`src/hw/acc_pkg.sv`:
```
// Contract
// Raw result high when positive exceeds negative
// Mux on, converter off: channel drives negative
// Mux off or converter on: negative pin
// Mux enable is writable bit 3
// Disable bit 7 powers comparator off
// Software drops interrupt enable before disable change
// Bandgap bit 6 replaces positive pin
// Output bit 5 synchronised, 1-2 cycles
// Flag bit 4 set on selected event
// Flag clears on vector or written one
// Request needs flag, enable bit 3, global
// Capture bit 2 routes output to timer
// Mode 00 toggle, 10 fall, 11 rise
// Software drops interrupt enable before mode change
// Converter enable comes from converter register
// Writable bits reset to zero
// Reserved mode 01 never sets flag
package acc_pkg;

    // ========================================
    // Register port
    localparam int ACC_ADDR_W = 4;
    localparam logic [ACC_ADDR_W-1:0] ACC_ADDR_CTRL = 4'h0;
    localparam logic [ACC_ADDR_W-1:0] ACC_ADDR_SFIO = 4'h1;
    localparam logic [ACC_ADDR_W-1:0] ACC_ADDR_EVT_STATUS = 4'h2;
    localparam logic [ACC_ADDR_W-1:0] ACC_ADDR_EVT_MASK = 4'h3;

    // ========================================
    // Field positions
    localparam int CTRL_DISABLE_BIT = 7;
    localparam int CTRL_BANDGAP_BIT = 6;
    localparam int CTRL_OUTPUT_BIT = 5;
    localparam int CTRL_FLAG_BIT = 4;
    localparam int CTRL_IRQ_EN_BIT = 3;
    localparam int CTRL_CAPTURE_BIT = 2;
    localparam int CTRL_MODE_HI_BIT = 1;
    localparam int CTRL_MODE_LO_BIT = 0;
    localparam int SFIO_MUX_EN_BIT = 3;
    localparam int EVT_MODE_BIT = 0;
    localparam int EVT_RISE_BIT = 1;
    localparam int EVT_FALL_BIT = 2;
    localparam int EVT_W = 3;

    // ========================================
    // Reset values
    localparam logic [1:0] MODE_RST = 2'h0;
    localparam logic [EVT_W-1:0] EVT_STATUS_RST = 3'h0;
    localparam logic [EVT_W-1:0] EVT_MASK_RST = 3'h0;

    // ========================================
    // Interrupt mode codes
    localparam logic [1:0] MODE_TOGGLE = 2'h0;
    localparam logic [1:0] MODE_RESERVED = 2'h1;
    localparam logic [1:0] MODE_FALL = 2'h2;
    localparam logic [1:0] MODE_RISE = 2'h3;

    // ========================================
    // Timing
    localparam int SYNC_STAGES = 2;

    // ========================================
    // Analog levels, coded as unsigned numbers
    localparam int VOLT_W = 10;
    typedef logic [VOLT_W-1:0] acc_volt_t;
    // Arbitrary bandgap level for the model
    localparam acc_volt_t BANDGAP_LEVEL = 10'h100;

    typedef struct packed {
        acc_volt_t pos_pin;
        acc_volt_t neg_pin;
        logic [7:0][VOLT_W-1:0] converter_inputs;
    } acc_analog_t;

    typedef struct packed {
        logic cmp_disable;
        logic cmp_bandgap_select;
        logic cmp_mux_enable;
        logic converter_enable;
        logic [2:0] channel_field;
    } acc_fe_ctrl_t;

    typedef struct packed {
        logic wr;
        logic rd;
        logic [ACC_ADDR_W-1:0] addr;
        logic [7:0] wdata;
    } acc_bus_req_t;

endpackage

```
`src/hw/acc_front_end.sv`:
```
`timescale 1ns/1ps
module acc_front_end
    import acc_pkg::*;
(
    // Selection
    input wire acc_fe_ctrl_t ctrl_i,
    // Analog levels
    input wire acc_analog_t analog_i,
    // Unsynchronised decision
    output logic raw_o
);

    acc_volt_t pos_level;
    acc_volt_t neg_level;

    always_comb begin
        pos_level = ctrl_i.cmp_bandgap_select ? BANDGAP_LEVEL : analog_i.pos_pin;
        if (ctrl_i.cmp_mux_enable && !ctrl_i.converter_enable) begin
            neg_level = analog_i.converter_inputs[ctrl_i.channel_field];
        end else begin
            neg_level = analog_i.neg_pin;
        end
        // Powered-off comparator decides low
        raw_o = !ctrl_i.cmp_disable && (pos_level > neg_level);
    end

endmodule

```
`src/hw/acc_sync.sv`:
```
`timescale 1ns/1ps
module acc_sync
    import acc_pkg::*;
(
    // Clock and reset
    input wire logic clk_i,
    input wire logic rst_i,
    // Level in and out
    input wire logic d_i,
    output logic q_o
);

    logic meta_reg;

    // First stage feeds only the second
    always_ff @(posedge clk_i or posedge rst_i) begin
        if (rst_i) begin
            meta_reg <= 1'b0;
            q_o <= 1'b0;
        end else begin
            meta_reg <= d_i;
            q_o <= meta_reg;
        end
    end

endmodule

```
`src/hw/acc_top.sv`:
```
// Local design decisions: the address-and-strobe port and the register addresses.
`timescale 1ns/1ps
module acc_top
    import acc_pkg::*;
(
    // Clock and reset
    input wire logic core_clk_i,
    input wire logic sys_rst_i,
    // Register port
    input wire acc_bus_req_t bus_req_i,
    output logic [7:0] rd_data_o,
    // Analog side
    input wire acc_analog_t analog_i,
    // Converter state
    input wire logic converter_enable_i,
    input wire logic [2:0] channel_field_i,
    // CPU interrupt handshake
    input wire logic global_irq_enable_i,
    input wire logic cmp_vector_taken_i,
    // Outputs
    output logic cmp_irq_req_o,
    output logic capture_trig_o,
    output logic irq_o
);

    // ========================================
    // Helpers

    function automatic logic mode_hit(input logic [1:0] mode, input logic cur, input logic prev);
        logic hit;
        hit = 1'b0;
        unique case (mode)
            MODE_TOGGLE: hit = cur ^ prev;
            MODE_RESERVED: hit = 1'b0;
            MODE_FALL: hit = prev & ~cur;
            MODE_RISE: hit = cur & ~prev;
        endcase
        return hit;
    endfunction

    // Set beats clear in the same cycle
    function automatic logic [EVT_W-1:0] set_clr(input logic [EVT_W-1:0] cur,
                                                  input logic [EVT_W-1:0] set,
                                                  input logic [EVT_W-1:0] clr);
        return (cur & ~clr) | set;
    endfunction

    // ========================================
    // Register state

    logic cmp_disable_reg;
    logic cmp_bandgap_select_reg;
    logic cmp_irq_flag_reg;
    logic cmp_irq_flag_next;
    logic cmp_irq_enable_reg;
    logic cmp_capture_enable_reg;
    logic [1:0] cmp_irq_mode_reg;
    logic cmp_mux_enable_reg;
    logic [EVT_W-1:0] evt_status_reg;
    logic [EVT_W-1:0] evt_status_next;
    logic [EVT_W-1:0] evt_mask_reg;
    logic prev_out_reg;
    logic [1:0] settle_reg;

    logic raw_cmp;
    logic cmp_sync_output;
    acc_fe_ctrl_t fe_ctrl;

    logic wr_ctrl;
    logic wr_sfio;
    logic wr_status;
    logic wr_mask;
    logic settled;
    logic rise_evt;
    logic fall_evt;
    logic mode_evt;
    logic flag_clr;

    // ========================================
    // Analog path

    assign fe_ctrl.cmp_disable = cmp_disable_reg;
    assign fe_ctrl.cmp_bandgap_select = cmp_bandgap_select_reg;
    assign fe_ctrl.cmp_mux_enable = cmp_mux_enable_reg;
    assign fe_ctrl.converter_enable = converter_enable_i;
    assign fe_ctrl.channel_field = channel_field_i;

    acc_front_end u_front_end (
        .ctrl_i(fe_ctrl),
        .analog_i(analog_i),
        .raw_o(raw_cmp)
    );

    acc_sync u_sync (
        .clk_i(core_clk_i),
        .rst_i(sys_rst_i),
        .d_i(raw_cmp),
        .q_o(cmp_sync_output)
    );

    // ========================================
    // Address decode

    assign wr_ctrl = bus_req_i.wr && (bus_req_i.addr == ACC_ADDR_CTRL);
    assign wr_sfio = bus_req_i.wr && (bus_req_i.addr == ACC_ADDR_SFIO);
    assign wr_status = bus_req_i.wr && (bus_req_i.addr == ACC_ADDR_EVT_STATUS);
    assign wr_mask = bus_req_i.wr && (bus_req_i.addr == ACC_ADDR_EVT_MASK);

    // ========================================
    // Control bits

    always_ff @(posedge core_clk_i or posedge sys_rst_i) begin
        if (sys_rst_i) begin
            cmp_disable_reg <= 1'b0;
            cmp_bandgap_select_reg <= 1'b0;
            cmp_irq_enable_reg <= 1'b0;
            cmp_capture_enable_reg <= 1'b0;
            cmp_irq_mode_reg <= MODE_RST;
        end else if (wr_ctrl) begin
            cmp_disable_reg <= bus_req_i.wdata[CTRL_DISABLE_BIT];
            cmp_bandgap_select_reg <= bus_req_i.wdata[CTRL_BANDGAP_BIT];
            cmp_irq_enable_reg <= bus_req_i.wdata[CTRL_IRQ_EN_BIT];
            cmp_capture_enable_reg <= bus_req_i.wdata[CTRL_CAPTURE_BIT];
            cmp_irq_mode_reg <= {bus_req_i.wdata[CTRL_MODE_HI_BIT], bus_req_i.wdata[CTRL_MODE_LO_BIT]};
        end
    end

    always_ff @(posedge core_clk_i or posedge sys_rst_i) begin
        if (sys_rst_i) begin
            cmp_mux_enable_reg <= 1'b0;
        end else if (wr_sfio) begin
            cmp_mux_enable_reg <= bus_req_i.wdata[SFIO_MUX_EN_BIT];
        end
    end

    // ========================================
    // Event detection
    // Synchroniser output starts low, so edges are ignored until it has filled;
    // prev_out_reg still holds that low then, so a comparator high at reset raises a rise.

    always_ff @(posedge core_clk_i or posedge sys_rst_i) begin
        if (sys_rst_i) begin
            settle_reg <= 2'h0;
            prev_out_reg <= 1'b0;
        end else begin
            if (!settled) begin
                settle_reg <= settle_reg + 2'h1;
            end
            prev_out_reg <= cmp_sync_output;
        end
    end

    assign settled = (settle_reg == 2'(SYNC_STAGES));
    assign rise_evt = settled && cmp_sync_output && !prev_out_reg;
    assign fall_evt = settled && !cmp_sync_output && prev_out_reg;
    assign mode_evt = settled && mode_hit(cmp_irq_mode_reg, cmp_sync_output, prev_out_reg);

    // ========================================
    // Comparator flag

    assign flag_clr = cmp_vector_taken_i || (wr_ctrl && bus_req_i.wdata[CTRL_FLAG_BIT]);
    assign cmp_irq_flag_next = mode_evt || (cmp_irq_flag_reg && !flag_clr);

    always_ff @(posedge core_clk_i or posedge sys_rst_i) begin
        if (sys_rst_i) begin
            cmp_irq_flag_reg <= 1'b0;
        end else begin
            cmp_irq_flag_reg <= cmp_irq_flag_next;
        end
    end

    // ========================================
    // Event status and mask

    assign evt_status_next = set_clr(evt_status_reg,
                                     {fall_evt, rise_evt, mode_evt},
                                     wr_status ? bus_req_i.wdata[EVT_W-1:0] : EVT_STATUS_RST);

    always_ff @(posedge core_clk_i or posedge sys_rst_i) begin
        if (sys_rst_i) begin
            evt_status_reg <= EVT_STATUS_RST;
        end else begin
            evt_status_reg <= evt_status_next;
        end
    end

    always_ff @(posedge core_clk_i or posedge sys_rst_i) begin
        if (sys_rst_i) begin
            evt_mask_reg <= EVT_MASK_RST;
        end else if (wr_mask) begin
            evt_mask_reg <= bus_req_i.wdata[EVT_W-1:0];
        end
    end

    // ========================================
    // Outputs
    // Each output is registered, so it trails its cause by one cycle.

    always_ff @(posedge core_clk_i or posedge sys_rst_i) begin
        if (sys_rst_i) begin
            cmp_irq_req_o <= 1'b0;
            capture_trig_o <= 1'b0;
            irq_o <= 1'b0;
        end else begin
            cmp_irq_req_o <= cmp_irq_flag_reg && cmp_irq_enable_reg && global_irq_enable_i;
            capture_trig_o <= cmp_capture_enable_reg && cmp_sync_output;
            irq_o <= |(evt_status_reg & evt_mask_reg);
        end
    end

    // ========================================
    // Read port
    // Only this block's bit of the shared register is held here; the rest read zero.

    always_ff @(posedge core_clk_i or posedge sys_rst_i) begin
        if (sys_rst_i) begin
            rd_data_o <= 8'h00;
        end else if (bus_req_i.rd) begin
            unique case (bus_req_i.addr)
                ACC_ADDR_CTRL: rd_data_o <= {cmp_disable_reg, cmp_bandgap_select_reg,
                                             cmp_sync_output, cmp_irq_flag_reg,
                                             cmp_irq_enable_reg, cmp_capture_enable_reg,
                                             cmp_irq_mode_reg};
                ACC_ADDR_SFIO: rd_data_o <= 8'(cmp_mux_enable_reg) << SFIO_MUX_EN_BIT;
                ACC_ADDR_EVT_STATUS: rd_data_o <= 8'(evt_status_reg);
                ACC_ADDR_EVT_MASK: rd_data_o <= 8'(evt_mask_reg);
                default: rd_data_o <= 8'h00;
            endcase
        end else begin
            rd_data_o <= 8'h00;
        end
    end

    // ========================================
    // Checks

    sync_latency_a: assert property (
        @(posedge core_clk_i) disable iff (sys_rst_i)
        settled && $past(settled, 2) |-> cmp_sync_output == $past(raw_cmp, 2)
    ) else $error("synchronised output does not follow raw result by two cycles");

    disable_off_a: assert property (
        @(posedge core_clk_i) disable iff (sys_rst_i)
        wr_ctrl && bus_req_i.wdata[CTRL_DISABLE_BIT] |=> cmp_disable_reg ##1 !raw_cmp [*2]
            or !cmp_disable_reg
    ) else $error("disabled comparator did not go low");

    mux_enable_a: assert property (
        @(posedge core_clk_i) disable iff (sys_rst_i)
        wr_sfio |=> cmp_mux_enable_reg == $past(bus_req_i.wdata[SFIO_MUX_EN_BIT])
    ) else $error("mux enable bit not written");

    flag_set_a: assert property (
        @(posedge core_clk_i) disable iff (sys_rst_i)
        settled && mode_hit(cmp_irq_mode_reg, cmp_sync_output, prev_out_reg) |=> cmp_irq_flag_reg
    ) else $error("flag not set on selected event");

    flag_clear_a: assert property (
        @(posedge core_clk_i) disable iff (sys_rst_i)
        cmp_vector_taken_i && !mode_evt |=> !cmp_irq_flag_reg
    ) else $error("flag not cleared when vector taken");

    flag_hold_a: assert property (
        @(posedge core_clk_i) disable iff (sys_rst_i)
        cmp_irq_flag_reg && !cmp_vector_taken_i && !wr_ctrl |=> cmp_irq_flag_reg
    ) else $error("flag dropped without a clear");

    irq_request_a: assert property (
        @(posedge core_clk_i) disable iff (sys_rst_i)
        cmp_irq_req_o |-> $past(cmp_irq_flag_reg) && $past(cmp_irq_enable_reg) && $past(global_irq_enable_i)
    ) else $error("interrupt request without flag and enables");

    capture_route_a: assert property (
        @(posedge core_clk_i) disable iff (sys_rst_i)
        ##1 capture_trig_o == ($past(cmp_capture_enable_reg) && $past(cmp_sync_output))
    ) else $error("capture trigger does not follow output under enable");

    fall_mode_a: assert property (
        @(posedge core_clk_i) disable iff (sys_rst_i)
        cmp_irq_mode_reg == MODE_FALL && rise_evt && !cmp_irq_flag_reg && !wr_ctrl |=> !cmp_irq_flag_reg
    ) else $error("falling mode set flag on a rise");

    reserved_mode_a: assert property (
        @(posedge core_clk_i) disable iff (sys_rst_i)
        cmp_irq_mode_reg == MODE_RESERVED && !cmp_irq_flag_reg && !wr_ctrl |=> !cmp_irq_flag_reg
    ) else $error("reserved mode set the flag");

    reset_values_a: assert property (
        @(posedge core_clk_i)
        $past(sys_rst_i) && !sys_rst_i |-> !cmp_disable_reg && !cmp_bandgap_select_reg
            && !cmp_irq_flag_reg && !cmp_irq_enable_reg && !cmp_capture_enable_reg
            && cmp_irq_mode_reg == MODE_RST && !cmp_mux_enable_reg
    ) else $error("writable bits not zero after reset");

    read_idle_a: assert property (
        @(posedge core_clk_i) disable iff (sys_rst_i)
        !bus_req_i.rd |=> rd_data_o == 8'h00
    ) else $error("read data not zero outside a read");

    ctrl_read_a: assert property (
        @(posedge core_clk_i) disable iff (sys_rst_i)
        bus_req_i.rd && bus_req_i.addr == ACC_ADDR_CTRL |=> rd_data_o[CTRL_OUTPUT_BIT] == $past(cmp_sync_output)
    ) else $error("output bit read does not show synchronised output");

    sfio_read_a: assert property (
        @(posedge core_clk_i) disable iff (sys_rst_i)
        bus_req_i.rd && bus_req_i.addr == ACC_ADDR_SFIO |=> rd_data_o[SFIO_MUX_EN_BIT] == $past(cmp_mux_enable_reg)
    ) else $error("mux enable read back wrong");

    chan_select_a: assert property (
        @(posedge core_clk_i) disable iff (sys_rst_i)
        cmp_mux_enable_reg && !converter_enable_i && !cmp_disable_reg && !cmp_bandgap_select_reg
            |-> raw_cmp == (analog_i.pos_pin > analog_i.converter_inputs[channel_field_i])
    ) else $error("selected channel not used as negative input");

    neg_pin_a: assert property (
        @(posedge core_clk_i) disable iff (sys_rst_i)
        (!cmp_mux_enable_reg || converter_enable_i) && !cmp_disable_reg && !cmp_bandgap_select_reg
            |-> raw_cmp == (analog_i.pos_pin > analog_i.neg_pin)
    ) else $error("negative pin not used as negative input");

    bandgap_pos_a: assert property (
        @(posedge core_clk_i) disable iff (sys_rst_i)
        cmp_bandgap_select_reg && !cmp_disable_reg && (!cmp_mux_enable_reg || converter_enable_i)
            |-> raw_cmp == (BANDGAP_LEVEL > analog_i.neg_pin)
    ) else $error("bandgap level not used as positive input");

    mode_write_a: assert property (
        @(posedge core_clk_i) disable iff (sys_rst_i)
        wr_ctrl |=> cmp_irq_mode_reg == $past(bus_req_i.wdata[CTRL_MODE_HI_BIT:CTRL_MODE_LO_BIT])
    ) else $error("interrupt mode not written");

    capture_write_a: assert property (
        @(posedge core_clk_i) disable iff (sys_rst_i)
        wr_ctrl |=> cmp_capture_enable_reg == $past(bus_req_i.wdata[CTRL_CAPTURE_BIT])
    ) else $error("capture enable not written");

    flag_w1c_a: assert property (
        @(posedge core_clk_i) disable iff (sys_rst_i)
        wr_ctrl && bus_req_i.wdata[CTRL_FLAG_BIT] && !mode_evt |=> !cmp_irq_flag_reg
    ) else $error("flag not cleared by written one");

    rise_status_a: assert property (
        @(posedge core_clk_i) disable iff (sys_rst_i)
        rise_evt |=> evt_status_reg[EVT_RISE_BIT]
    ) else $error("rise event not recorded");

    fall_status_a: assert property (
        @(posedge core_clk_i) disable iff (sys_rst_i)
        fall_evt |=> evt_status_reg[EVT_FALL_BIT]
    ) else $error("fall event not recorded");

    irq_level_a: assert property (
        @(posedge core_clk_i) disable iff (sys_rst_i)
        ##1 irq_o == |($past(evt_status_reg) & $past(evt_mask_reg))
    ) else $error("interrupt level does not follow masked status");

endmodule
```
`config.mk`:
```
export PLATFORM = sky130hd
export DESIGN_NAME = acc_top
export DESIGN_NICKNAME = d
export VERILOG_FILES = /design/src/hw/acc_pkg.sv /design/src/hw/acc_front_end.sv /design/src/hw/acc_sync.sv /design/src/hw/acc_top.sv
export SDC_FILE = /design/constraint.sdc
export NUM_CORES = 1
export LEC_CHECK = 0
export BUFFER_PORTS_ARGS = -buffer_cell sky130_fd_sc_hd__buf_4
export CORE_MARGIN = 2
export CORE_UTILIZATION = 30
export CTS_CLUSTER_DIAMETER = 100
export DETAILED_ROUTE_END_ITERATION = 8
export PLACE_DENSITY_LB_ADDON = 0.05
export SLEW_MARGIN = 10
export SYNTH_ARGS = -nofsm -noshare
export SYNTH_HDL_FRONTEND = slang
export SYNTH_SLANG_ARGS = --single-unit
```
`constraint.sdc`:
```
create_clock -name core_clk_i -period 4.1 [get_ports core_clk_i]
set_input_delay 0 -clock core_clk_i [delete_from_list [all_inputs] [get_ports core_clk_i]]
set_output_delay 0 -clock core_clk_i [all_outputs]
set_load 0.005 [all_outputs]
```
---- Word level (Yosys, flattened, before mapping) ----
Cells that the tools add are included.
operators by class
  multiplexer cells ....................... 8
  eq/ne operators ......................... 7
  bitwise gates (word level) .............. 9
  order comparisons ....................... 2
  reduce and logical (&&, ||, !) cells .... 26
  add/subtract/negate cells ............... 1
operators with widths
  kind                 number
  $pmux 8 s4           1
  $bmux 10 s3          1
  $mux 10              3
  $logic_and 1x1->1    16
  $gt 10x10->1         1
  $eq 4x2->1 const B   2
  $mux 8               1
  $and 3x3->3          2
  $eq 2x2->1 const B   3
  $logic_not 1->1      5
  $eq 4x1->1 const B   1
  $logic_not 4->1      1
  $lt 3x4->1 const B   1
  $pmux 1 s4           1
  $mux 3               1
  $not 3->3            1
  $or 3x3->3           1
  $reduce_or 3->1      1
  $add 2x1->2 const B  1
  $and 1x1->1          2
  $eq 2x1->1 const B   1
  $logic_not 2->1      1
  $logic_or 1x1->1     2
  $not 1->1            2
  $xor 1x1->1          1
word-level totals
  register bits after elaboration ......... 30
  logic and storage cells ................. 70
  output and inout port bits .............. 11

---- Depth between registers and ports, before layout ----
  depth in word-level cells ............... 7
  mapped depth ............................ 10
  depth with buffers taken out ............ 9

---- Modules after synthesis ----
From an unflattened synthesis, not the netlist that was laid out.
second synthesis, totals
  cells, all modules ...................... 188
  area, all modules ....................... 2285.9 sq um
by module, submodules not included
  module         instances  area an instance (sq um)  cells an instance
  acc_top        1          1228.7                    91
  acc_front_end  1          1003.5                    94
  acc_sync       1          53.8                      3

---- Worst setup path after synthesis ----
OpenSTA, ideal clock, no wires.
  kind .................................... input -> register
  from .................................... in channel_field_i[0]
  to ...................................... reg u_sync.meta_reg
  required time ........................... 3.962 ns
  stages on the path ...................... 10
  path slack .............................. 2.029 ns
  library setup time ...................... 0.138 ns
  arrival time ............................ 1.933 ns
  path through ............................ buf_2 mux4_2 mux2i_1 nand2_1 o21ai_0 ha_1 and3_1 a221oi_1 o211a_1 a2111oi_0
between the ends
  word-level cells in the longest chain between the ends .. 5
RTL lines
  item                           line                 text
  start, declared                acc_top.sv:16        input wire logic [2:0] channel_field_i,
  $bmux 10 s3                    acc_front_end.sv:19  neg_level = analog_i.converter_inputs[ctrl_i.channel_field];
  $mux 10 (implied by the code)  acc_front_end.sv:19
  $mux 10                        acc_front_end.sv:18  if (ctrl_i.cmp_mux_enable && !ctrl_i.converter_enable) begin
  $gt 10x10->1                   acc_front_end.sv:24  raw_o = !ctrl_i.cmp_disable && (pos_level > neg_level);
  $logic_and 1x1->1              acc_front_end.sv:24
  net raw_cmp                    acc_top.sv:65        logic raw_cmp;
  end signal, assigned           acc_sync.sv:21       meta_reg <= d_i;
  end, declared                  acc_sync.sv:13       logic meta_reg;
The timed path passes the listed nets, and every way through them passes these cells. The select of a mux whose other input is x is not followed.
A chain may end at the register's enable or synchronous reset.

---- Worst setup path after layout ----
  from .................................... reg cmp_mux_enable_reg
  to ...................................... reg u_sync.meta_reg
between the ends
  word-level cells in the longest chain between the ends .. 4
RTL lines
  item                    line                 text
  start, declared         acc_top.sv:58        logic cmp_mux_enable_reg;
  start signal, assigned  acc_top.sv:132       cmp_mux_enable_reg <= bus_req_i.wdata[SFIO_MUX_EN_BIT];
  $logic_and 1x1->1       acc_front_end.sv:18
  $mux 10                 acc_front_end.sv:18
  $gt 10x10->1            acc_front_end.sv:24
  $logic_and 1x1->1       acc_front_end.sv:24
  net raw_cmp             acc_top.sv:65
The timed path passes the listed nets, and every way through them passes these cells.

==> flow_metrics.py <==
metrics = {
    "run_status": {
        "outcome": "complete, no violations",
    },
    "power": {
        "peakVddDrop_mv": 0.0963,
        "p_leak_nw": 1.70,
        "finalPower_mw": 0.958,
        "powerDensity_nw_per_um2": 278,
    },
    "yosys": {
        "synth_area_leaders": "dfrtp_1 34%, mux4_2 20%, ha_1 7.4%",
        "yosys-top-cells-count": "34 x nand2_1, 30 x dfrtp_1, 20 x mux4_2, 15 x mux2i_1, 13 x ha_1",
        "yosys_warnings": 0,
        "synth_edf_count": 0,
        "synthesis.nets": 338,
        "ys.flop_type": "dfrtp_1",
        "syn_inst": 203,
        "seq_area_frac_synth_pct": 34.1,
        "post-synth-top-count-cell": "nand2_1",
        "synthArstFlopShare_pct": 100,
        "netlist.area_leader.share_pct": 34.1,
        "ys_seq_elements": 30,
        "synth_largest_area_cell": "dfrtp_1",
        "synth.distinct_cells": 36,
        "avgSynthCellArea_um2": 10.8,
        "synth_area_um2": 2200,
    },
    "final_layout": {
        "register_area_um2": 751,
        "areaGrowthSynthToFinish_pct": 56.7,
        "nFillCells": 725,
        "n_antenna_cell": 0,
        "drive_gt1_share_pct": 50.1,
        "nNetsFinal": 475,
        "multi_input_area_um2": 1370,
        "largest_register_ffs": 8,
    },
    "hold_path": {
        "whs_path_depth": 2,
        "worst_hold_path_type": "in -> reg",
    },
    "sta": {
        "finalCritPeriodShare_pct": 53.7,
        "hold_violations": 0,
        "grt_setup_unrepaired": "false",
        "setup_viol": 0,
        "clock.fmax_mhz": 454,
        "report.final.slew_viol_count": 0,
        "slew_headroom_pct": 71.0,
        "setup_ws_ns": 1.90,
        "clock_skew_ns": 0.00780,
        "whs_ns": 0.0278,
        "tightest_slew_ns": 0.424,
        "period_minus_slack_ns": 2.20,
        "tns_ns": 0,
    },
    "clocking": {
        "clockBufferDepth": 2,
        "cts_buffers": 5,
        "hold_buffers": 8,
        "path_clk_slew_ns": 0.07,
        "clkLatencyLatePin_ns": 0.28,
        "postCtsSetupBuffers": 0,
        "cts_sinks": 30,
        "htree_levels": 2,
        "cts-resized-gates": 0,
        "cts_root_buffer": "clkbuf_8",
        "cts_tree": "yes",
    },
    "die": {
        "die_y_um": 89.7,
        "start_util_pct": 30.7,
        "die-width_um": 89.7,
        "rows": 31,
        "core_um2": 7180,
        "io_pins": 133,
        "dieArea_um2": 8040,
    },
    "route": {
        "top_layer": "met4",
        "dr.pass1.iters": 4,
        "drt_iter0_markers": 71,
        "routed_wl_um": 6570,
        "wl_met2_um": 3740,
        "drt-wirelength-per-cell_um": 14.9,
        "met1_length_um": 2160,
        "vias": 2074,
        "routed_via_density": 4.71,
        "postRouteAntennaNets": 0,
        "route.met3.wl_um": 576,
        "drc": 0,
    },
    "place": {
        "routabilityCongestion": 0.754,
        "dp_hpwl_um": 5600,
        "dp_slack_ns": 1.61,
        "port_buffers": 131,
    },
    "grt": {
        "antenna_found_initial": 0,
        "grtUsageTotal_pct": 16.7,
        "grt_max_degree": 31,
        "grt-ovfl-total": 0,
        "grt_pass1_wl_um": 9880,
        "grt_pass1_vias": 2182,
    },
    "critical_path": {
        "reg2reg_to": "u_sync.meta_reg",
        "reg2reg_depth": 9,
        "rrSetupSlack_ns": 1.90,
        "cp_data_arrival_time_ns": 2.34,
        "reg2reg_from": "cmp_mux_enable_reg",
        "crit_type": "reg -> reg",
        "critPathLaunch": "cmp_mux_enable_reg",
        "critPathCapture": "u_sync.meta_reg",
        "cp_max_fo": 20,
        "worstSetupEndpointType": "flop",
        "cp-start-kind": "flop",
        "critPathRequiredTime_ns": 4.24,
    },
    "job": {
        "cap_viol_max_count": 0,
    },
}
[kinds of logic after synthesis]
logic type | after synthesis | share of synthesized area [%]
flip-flops | 30 | 34.1
adder cells (fa/ha/maj) | 13 | 7.39
XOR/XNOR | 1 | 0.398
multiplexers | 40 | 29.8
buffers and inverters | 19 | 3.58
AO/OA/AOI/OAI | 27 | 8.18
AND/OR/NAND/NOR | 73 | 16.5
[layout make-up]
cell class | count | share of cell area [%]
clock buffers | 6 | 2.39
repair buffers | 141 | 31.3
inverters | 8 | 0.870
well taps | 99 | 3.59
multi-input cells | 154 | 39.8
clock inverters | 2 | 0.363
flip-flops and latches | 30 | 21.8
[stage by stage]
stage	cells	utilization [%]	cell area, um^2
3_5_place_dp	424	45.6	3280
4_1_cts	440	48.1	3450
5_1_grt	440	48.1	3450
2_1_floorplan	203	-	2200
3_3_place_gp	424	45.6	3280
6_report	440	48.1	3450
[layout by cell type, fill, tap and decap left out]
master,count
and2_1,4
a31o_2,1
nor4_1,1
a31oi_1,3
a2111oi_0,1
mux2_2,5
nor3b_1,1
nor3_1,4
mux2i_1,15
o21ai_0,9
nand2_1,34
nand2b_1,1
xnor2_1,1
or3b_4,1
a221oi_1,1
and3_1,2
nor2b_1,10
clkbuf_8,6
dfrtp_1,30
dlygate4sd3_1,8
nor2_1,9
a21o_1,4
a21oi_1,4
a32o_1,2
clkinv_2,1
or2_2,1
o211a_1,1
a222oi_1,1
clkinvlp_4,1
nand3_1,2
mux4_2,20
nor3b_2,1
buf_4,133
ha_1,13
inv_1,8
nor3_4,1
or3_1,1
[metal layers]
metal,GRT usage [%],vias to the layer above
li1,-,1018
met1,16.3,966
met2,31.9,84
met3,5.94,6
met4,5.97,0
met5,0,-
[worst max-delay path, cell delays in order, from the launching register on]
cell and delay (ns):
dfrtp_1 0.40, nor2b_1 0.14, buf_4 0.19, nand2_1 0.07, o21ai_0 0.08, ha_1 0.29, and3_1 0.17, nand3_1 0.10
o211a_1 0.22, a2111oi_0 0.40
[worst min path at each step]
| stage | startpoint | end | slack, ns |
|---|---|---|---|
| 2_1_floorplan | sys_rst_i | capture_trig_o | 0.09 |
| 3_3_place_gp | sys_rst_i | settle_reg[1] | 0.11 |
| 3_5_place_dp | sys_rst_i | cmp_irq_req_o | 0.11 |
| 4_1_cts | bus_req_i[8] | rd_data_o[5] | 0.01 |
| 5_1_grt | bus_req_i[8] | rd_data_o[5] | 0.03 |
| 6_report | bus_req_i[8] | rd_data_o[5] | 0.03 |
[power breakdown]
| group | leakage, nW | switching, mW | total, mW | internal [mW] |
|---|---|---|---|---|
| Clock | 0.0472 | 0.109 | 0.244 | 0.135 |
| Combinational | 1.28 | 0.127 | 0.329 | 0.202 |
| Sequential | 0.377 | 0.0416 | 0.386 | 0.344 |
| Total | 1.70 | 0.278 | 0.958 | 0.681 |
(Power assumes the default switching activity.)
